[config.mk]
export PLATFORM = sky130hd
export DESIGN_NAME = ufc_flow
export DESIGN_NICKNAME = d
export VERILOG_FILES = /design/src/hw/ufc_pkg.sv /design/src/hw/ufc_flow.sv
export VERILOG_INCLUDE_DIRS = /design/src /design/src/hw
export SDC_FILE = /design/constraint.sdc
export NUM_CORES = 1
export LEC_CHECK = 0
export BUFFER_PORTS_ARGS = -buffer_cell sky130_fd_sc_hd__buf_4
export CORE_ASPECT_RATIO = 1.1
export CORE_UTILIZATION = 24
export DETAILED_ROUTE_END_ITERATION = 6
export PLACE_DENSITY_LB_ADDON = 0.08
export SYNTH_ARGS = -nofsm -noshare
export SYNTH_HDL_FRONTEND = slang
export SYNTH_HIERARCHICAL = 1
export SYNTH_SLANG_ARGS = --single-unit
[constraint.sdc]
create_clock -name clk -period 3.1 [get_ports clk]
set_clock_uncertainty 0.1 [all_clocks]
set_input_delay 0.155 -clock clk [delete_from_list [all_inputs] [get_ports clk]]
set_output_delay 0.155 -clock clk [all_outputs]
set_load 0.02 [all_outputs]
[src/hw/ufc_defines.svh]
// constants for the serial port flow-control block
`ifndef UFC_DEFINES_SVH
`define UFC_DEFINES_SVH
`define UFC_DATA_W 8
`define UFC_FIFO_DEPTH 16
`define UFC_BIT_CYCLES 16
`define UFC_LAST_BIT 3'h7
`define UFC_IDLE_LEVEL 1'b1
`define UFC_START_LEVEL 1'b0
`define UFC_STOP_LEVEL 1'b1
`endif

[src/hw/ufc_pkg.sv]
// types shared by the serial port flow-control block
package ufc_pkg;
   typedef logic [7:0] ufc_char_t;
   // one character with its valid mark
   typedef struct packed {
      logic valid;
      ufc_char_t data;
   } ufc_char_s;
   typedef enum logic [1:0] {
      UFC_IDLE = 2'b00,
      UFC_START = 2'b01,
      UFC_DATA = 2'b10,
      UFC_STOP = 2'b11
   } ufc_tx_state_e;
endpackage

[src/hw/ufc_flow.sv]
// flow-control handshake logic for the standard and fast serial ports
`timescale 1ns/1ps
`include "ufc_defines.svh"

// =====================================================================
// transmit fifo
module ufc_fifo
   import ufc_pkg::*;
#(
   parameter int WIDTH = `UFC_DATA_W,
   parameter int DEPTH = `UFC_FIFO_DEPTH
)
(
   input wire logic clk,
   input wire logic rst,
   input wire logic in_valid,
   output logic in_ready,
   input wire logic [WIDTH-1:0] in_data,
   output logic out_valid,
   input wire logic out_ready,
   output logic [WIDTH-1:0] out_data
);
   localparam int AW = $clog2(DEPTH);
   logic [WIDTH-1:0] mem [DEPTH];
   logic [AW-1:0] wr_ptr;
   logic [AW-1:0] rd_ptr;
   logic [AW:0] count;
   logic push;
   logic pop;
   // pointer step with wrap at any depth
   function automatic logic [AW-1:0] step(input logic [AW-1:0] p);
      if (p == AW'(DEPTH - 1))
         step = '0;
      else
         step = p + 1'b1;
   endfunction
   // handshake terms
   assign in_ready = (count != (AW+1)'(DEPTH));
   assign out_valid = (count != '0);
   assign push = in_valid && in_ready;
   assign pop = out_valid && out_ready;
   assign out_data = mem[rd_ptr];
   // storage write
   always_ff @(posedge clk)
   begin
      if (push)
         mem[wr_ptr] <= in_data;
   end
   // pointers and fill count
   always_ff @(posedge clk or posedge rst)
   begin
      if (rst)
      begin
         wr_ptr <= '0;
         rd_ptr <= '0;
         count <= '0;
      end
      else
      begin
         if (push)
            wr_ptr <= step(wr_ptr);
         if (pop)
            rd_ptr <= step(rd_ptr);
         if (push && !pop)
            count <= count + 1'b1;
         else if (pop && !push)
            count <= count - 1'b1;
      end
   end
endmodule // ufc_fifo

// =====================================================================
// one serial port: transmit gating and receive-register handshake
module ufc_port
   import ufc_pkg::*;
#(
   parameter int BIT_CYCLES = `UFC_BIT_CYCLES,
   parameter int DEPTH = `UFC_FIFO_DEPTH
)
(
   input wire logic clk,
   input wire logic rst,
   input wire logic flow_en,
   input wire ufc_char_s tx_in,
   output logic tx_ready,
   input wire logic cts_in,
   output logic serial_out,
   output logic tx_busy,
   input wire ufc_char_s rx_in,
   input wire logic rx_read,
   output ufc_char_s rx_out,
   output logic rtr_out,
   output logic rtr_oe
);
   localparam int BCW = $clog2(BIT_CYCLES + 1);
   ufc_char_s fifo_out;
   ufc_char_s pending;
   ufc_tx_state_e state;
   ufc_tx_state_e next_state;
   logic fifo_pop;
   logic cts_meta;
   logic cts_sync;
   logic may_start;
   logic bit_end;
   logic [BCW-1:0] bit_cnt;
   logic [2:0] bit_idx;
   ufc_char_t shift;

   // =====================================================================
   // transmit side
   ufc_fifo #(
      .WIDTH(`UFC_DATA_W),
      .DEPTH(DEPTH)
   ) u_fifo (
      .clk(clk),
      .rst(rst),
      .in_valid(tx_in.valid),
      .in_ready(tx_ready),
      .in_data(tx_in.data),
      .out_valid(fifo_out.valid),
      .out_ready(fifo_pop),
      .out_data(fifo_out.data)
   );
   // refill the pending register only when it is empty
   assign fifo_pop = !pending.valid;
   // two-stage synchroniser for the clear-to-send pin
   always_ff @(posedge clk or posedge rst)
   begin
      if (rst)
      begin
         cts_meta <= 1'b0;
         cts_sync <= 1'b0;
      end
      else
      begin
         cts_meta <= cts_in;
         cts_sync <= cts_meta;
      end
   end
   // cts only matters with flow control on
   assign may_start = !flow_en || cts_sync;
   // pending character, held while cts is off
   always_ff @(posedge clk or posedge rst)
   begin
      if (rst)
         pending <= '0;
      else if (!pending.valid)
         pending <= fifo_out;
      else if (state == UFC_IDLE && may_start)
         pending.valid <= 1'b0;
   end
   assign bit_end = (bit_cnt == BCW'(BIT_CYCLES - 1));
   // frame sequencer; cts looked at in idle only
   always_comb
   begin
      next_state = state;
      case (state)
         UFC_IDLE:
            if (pending.valid && may_start)
               next_state = UFC_START;
         UFC_START:
            if (bit_end)
               next_state = UFC_DATA;
         UFC_DATA:
            if (bit_end && bit_idx == `UFC_LAST_BIT)
               next_state = UFC_STOP;
         UFC_STOP:
            if (bit_end)
               next_state = UFC_IDLE;
         default:
            next_state = UFC_IDLE;
      endcase
   end
   // state register
   always_ff @(posedge clk or posedge rst)
   begin
      if (rst)
         state <= UFC_IDLE;
      else
         state <= next_state;
   end
   // bit timing and shift register
   always_ff @(posedge clk or posedge rst)
   begin
      if (rst)
      begin
         bit_cnt <= '0;
         bit_idx <= '0;
         shift <= '0;
      end
      else if (state == UFC_IDLE)
      begin
         bit_cnt <= '0;
         bit_idx <= '0;
         if (pending.valid && may_start)
            shift <= pending.data;
      end
      else if (bit_end)
      begin
         bit_cnt <= '0;
         if (state == UFC_DATA)
         begin
            bit_idx <= bit_idx + 1'b1;
            shift <= shift >> 1;
         end
      end
      else
         bit_cnt <= bit_cnt + 1'b1;
   end
   // line level
   always_ff @(posedge clk or posedge rst)
   begin
      if (rst)
         serial_out <= `UFC_IDLE_LEVEL;
      else
         case (next_state)
            UFC_START: serial_out <= `UFC_START_LEVEL;
            UFC_DATA: serial_out <= (state == UFC_DATA && !bit_end) ?
                                    shift[0] :
                                    ((state == UFC_DATA) ?
                                    shift[1] : shift[0]);
            UFC_STOP: serial_out <= `UFC_STOP_LEVEL;
            default: serial_out <= `UFC_IDLE_LEVEL;
         endcase
   end
   assign tx_busy = (state != UFC_IDLE) || pending.valid;
   // =====================================================================
   // receive side: data register with unread flag, load beats read
   always_ff @(posedge clk or posedge rst)
   begin
      if (rst)
         rx_out <= '0;
      else if (rx_in.valid)
         rx_out <= rx_in;
      else if (rx_read)
         rx_out.valid <= 1'b0;
   end

   // ready-to-receive from the unread flag
   always_ff @(posedge clk or posedge rst)
   begin
      if (rst)
      begin
         rtr_out <= 1'b0;
         rtr_oe <= 1'b0;
      end
      else
      begin
         rtr_out <= flow_en && !rx_out.valid && !rx_in.valid;
         rtr_oe <= flow_en;
      end
   end
endmodule // ufc_port

// =====================================================================
// top: standard port and fast port side by side
module ufc_flow
   import ufc_pkg::*;
#(
   parameter int UART_BIT_CYCLES = `UFC_BIT_CYCLES,
   parameter int FAST_BIT_CYCLES = `UFC_BIT_CYCLES,
   parameter int DEPTH = `UFC_FIFO_DEPTH
)
(
   input wire logic clk,
   input wire logic rst,
   input wire logic uart_flow_en,
   input wire ufc_char_s uart_tx_in,
   output logic uart_tx_ready,
   input wire logic uart_clear_to_send_in,
   output logic uart_serial_out,
   output logic uart_tx_busy,
   input wire ufc_char_s uart_rx_in,
   input wire logic uart_rx_read,
   output ufc_char_s uart_rx_out,
   output logic uart_ready_to_receive_out,
   output logic uart_ready_to_receive_oe,
   input wire logic fast_flow_en,
   input wire ufc_char_s fast_tx_in,
   output logic fast_tx_ready,
   input wire logic fast_uart_clear_to_send_in,
   output logic fast_uart_serial_out,
   output logic fast_tx_busy,
   input wire ufc_char_s fast_rx_in,
   input wire logic fast_rx_read,
   output ufc_char_s fast_rx_out,
   output logic fast_uart_ready_to_receive_out,
   output logic fast_uart_ready_to_receive_oe
);
   // standard port
   ufc_port #(
      .BIT_CYCLES(UART_BIT_CYCLES),
      .DEPTH(DEPTH)
   ) u_uart (
      .clk(clk),
      .rst(rst),
      .flow_en(uart_flow_en),
      .tx_in(uart_tx_in),
      .tx_ready(uart_tx_ready),
      .cts_in(uart_clear_to_send_in),
      .serial_out(uart_serial_out),
      .tx_busy(uart_tx_busy),
      .rx_in(uart_rx_in),
      .rx_read(uart_rx_read),
      .rx_out(uart_rx_out),
      .rtr_out(uart_ready_to_receive_out),
      .rtr_oe(uart_ready_to_receive_oe)
   );

   // fast port, same logic with its own pair
   ufc_port #(
      .BIT_CYCLES(FAST_BIT_CYCLES),
      .DEPTH(DEPTH)
   ) u_fast (
      .clk(clk),
      .rst(rst),
      .flow_en(fast_flow_en),
      .tx_in(fast_tx_in),
      .tx_ready(fast_tx_ready),
      .cts_in(fast_uart_clear_to_send_in),
      .serial_out(fast_uart_serial_out),
      .tx_busy(fast_tx_busy),
      .rx_in(fast_rx_in),
      .rx_read(fast_rx_read),
      .rx_out(fast_rx_out),
      .rtr_out(fast_uart_ready_to_receive_out),
      .rtr_oe(fast_uart_ready_to_receive_oe)
   );
endmodule // ufc_flow

==> results.cfg <==
[setup_path]
worstPathMaxFanout = 4
cp.depth = 9
cp-start-kind = register
arrival_ps = 3300
crit_path_end = u_uart/u_fifo/count[4]
cpPeakStageDelay_ps = 560
cp_slowest_cell = or4_4
r2r_setup_slack_ps = 130
end_kind = register
worstSetupPathType = reg -> reg
worstRegToRegCells = 9
reg2reg_from = u_uart/u_fifo/count[0]
cp_top_family = compound AO/OA/AOI/OAI gates
crit_chain = or4_4 > o21ai_4 > ha_1 > inv_2 > fa_2 > a21o_1 > a2111oi_1 > a31oi_1 > a221o_1
r2r-end = u_uart/u_fifo/count[4]
worst-path-buf-inv = 1
worstPathRequired_ps = 3430
startpoint = u_uart/u_fifo/count[0]

[die]
die_area_um2 = 64220
initial_core_util_pct = 24.29
io_pins = 72
die_w_um = 241.7
std_cell_rows = 96
die_h_um = 265.7
core_area_um2 = 62460

[layout]
fin_area_um2 = 18780
multi_input_area_um2 = 4399
drive_gt1_share_pct = 27.35
area_growth_pct = 23.80
utilization_pct = 30.07
final_nets = 1133
antenna-diode-count = 0
regArea_um2 = 10400
fillers = 6273

[timing]
worst_pin_slew_ps = 1014
rsz0062_at_grt = false
setup_viol = 0
hold_violations = 0
period_needed_ps = 2972
finalCritPeriodShare_pct = 95.86
relSlewSlack_pct = 31.96
slew_viol_final = 0
fin_tns_setup_ps = 0
timing.fmax_mhz = 336.5

[synth]
synth-edff-count = 256
syn_area_per_cell_um2 = 16.99
yosysMostFrequentCell = edfxtp_1
yosysSeqAreaShare_pct = 68.51
ys_ff_latch = 364
synth_nets = 963
synth_area_um2 = 15170
netlist.area_leader.share_pct = 50.68
async_reset_ff_share_pct = 29.67
synthTopCellsByArea = edfxtp_1, dfrtp_1, mux4_2
yosysTopAreaCell = edfxtp_1
synthesis.instances = 893
synth.top_cells.by_count = edfxtp_1, dfrtp_1, nand2_1
yosysWarnings = 6
synth.distinct_cells = 56
synth_top_flop_cell = edfxtp_1

[hold_path]
min_path_type = in -> reg

[pwr]
ir_drop_v = 0.0003728
power.density_nw_per_um2 = 857.9
power.leakage_nw = 6.869

[global_route]
use_met1_pct = 14.69
grt_use_met2_pct = 20.11
gr-total-overflow = 0
use_met3_pct = 2.280
grt_antenna_before_repair = 0
grt_usage_pct = 11.63
grt_pass1_vias = 8666
grt_max_degree = 42
grt_pass1_wl_um = 55820
grt.busiest_layer = met2

[routing]
vias = 8103
first_pass_iters = 4
wire_per_inst_um = 19.00
postRouteAntennaNets = 0
routed_via_density = 4.198
wl_um = 36670
drt_iter0_markers = 359
drc_errors = 0

[placed_design]
post_dp_cell_area_um2 = 16790
gp_congestion = 0.6975
io_buffers = 71
place.detailed.hpwl_um = 23440

[job]
maxCapViolations = 0

[clock_tree]
clock_latency_ps = 550
cts_root_buffer = clkbuf_16
cts.clk_slew.worst_paths_ps = 60
htreeDepth = 2
cts_tree = done
clk_path_buf_depth = 3
cts.sinks = 364
cts_buffers = 44

[outcome]
outcome = completed
[worst min path at each step]
stage | start | end | cells past startpoint
floorplan | rst | u_fast/u_fifo/count[0] | 1
global placement | uart_clear_to_send_in | u_uart/cts_meta | 1
detailed placement | uart_clear_to_send_in | u_uart/cts_meta | 1
CTS | uart_tx_in[8] | u_uart/u_fifo/wr_ptr[1] | 5
global route | uart_tx_in[8] | u_uart/u_fifo/wr_ptr[0] | 4
finish | uart_tx_in[8] | u_uart/u_fifo/wr_ptr[1] | 5
[sequential cells by signal (all words and copies together) (netlist names), 2 cells and up]
signal and flops:
u_uart/u_fifo/count 5, u_fast/u_fifo/count 5, u_uart/pending 9, u_uart/rx_out 9
u_fast/u_fifo/wr_ptr 4, u_fast/u_fifo/mem 128, u_uart/u_fifo/rd_ptr 4, u_fast/pending 9
u_uart/state 2, u_uart/u_fifo/mem 128, u_fast/bit_idx 3, u_uart/bit_idx 3
u_fast/shift 8, u_uart/bit_cnt 5, u_fast/state 2, u_fast/bit_cnt 5
u_fast/rx_out 9, u_fast/u_fifo/rd_ptr 4, u_uart/u_fifo/wr_ptr 4, u_uart/shift 8
[per-stage QoR]
stage	hold WS [ps]	std cells	setup slack, ps	total power [mW]
global route	85.22	1930	4.280	17.14
floorplan	-68.04	893	82.58	9.782
global placement	166.9	1793	20.30	11.28
finish	91.61	1930	128.5	16.11
detailed placement	167.2	1793	68.79	11.28
CTS	59.36	1930	40.83	16.45
[per-layer routing]
metal / wire length, um / part of all wire [%]
met3: 1306 / 3.6
met1: 16020 / 44
met2: 18610 / 51
met5: 0 / 0
met4: 725 / 2.0
[tightest hold or removal path: cells and delay by family]
kind	cells	cell delay (ps)
buf+inv	2	280
compound gates	2	210
simple gates	1	60
[power by group]
| group | internal (mW) | switching (mW) |
|---|---|---|
| Sequential | 6.03 | 0.639 |
| Clock | 2.92 | 2.03 |
| Combinational | 2.18 | 2.31 |
[layout make-up]
cell class	instances	share of cell area, %
inverter	18	0.3598
clock buffer	60	6.723
tap	833	5.550
timing repair buffer	174	7.915
multi-input combinational	461	23.43
clock inverter	20	0.6729
sequential	364	55.35
[placed cells by master (no fill, tap or decap), drive strengths merged, types with 18 or more instances in the layout]
cell	instances
o21ai	25
buf	117
dlygate4sd3	57
a22oi	24
edfxtp	256
dfrtp	106
mux4	48
nand2	53
ha	24
mux2i	38
mux2	64
clkbuf	60
nor2	37
clkinv	18
[logic make-up after synthesis]
group | synth area share [%]
compound gates | 5.370
xor+xnor | 0.9238
fa+ha+maj | 2.244
buf+inv | 2.681
flops | 68.51
mux | 15.23
simple gates | 5.048
[repair_timing]
action                                  in CTS  in global routing
endpoints found under the setup margin       0                  2
setup buffers                                0                  0
hold endpoints to repair                   375                  0
hold buffers                                57                  0
resized for setup                            0                  7
Power figures use the tool's default switching activity.
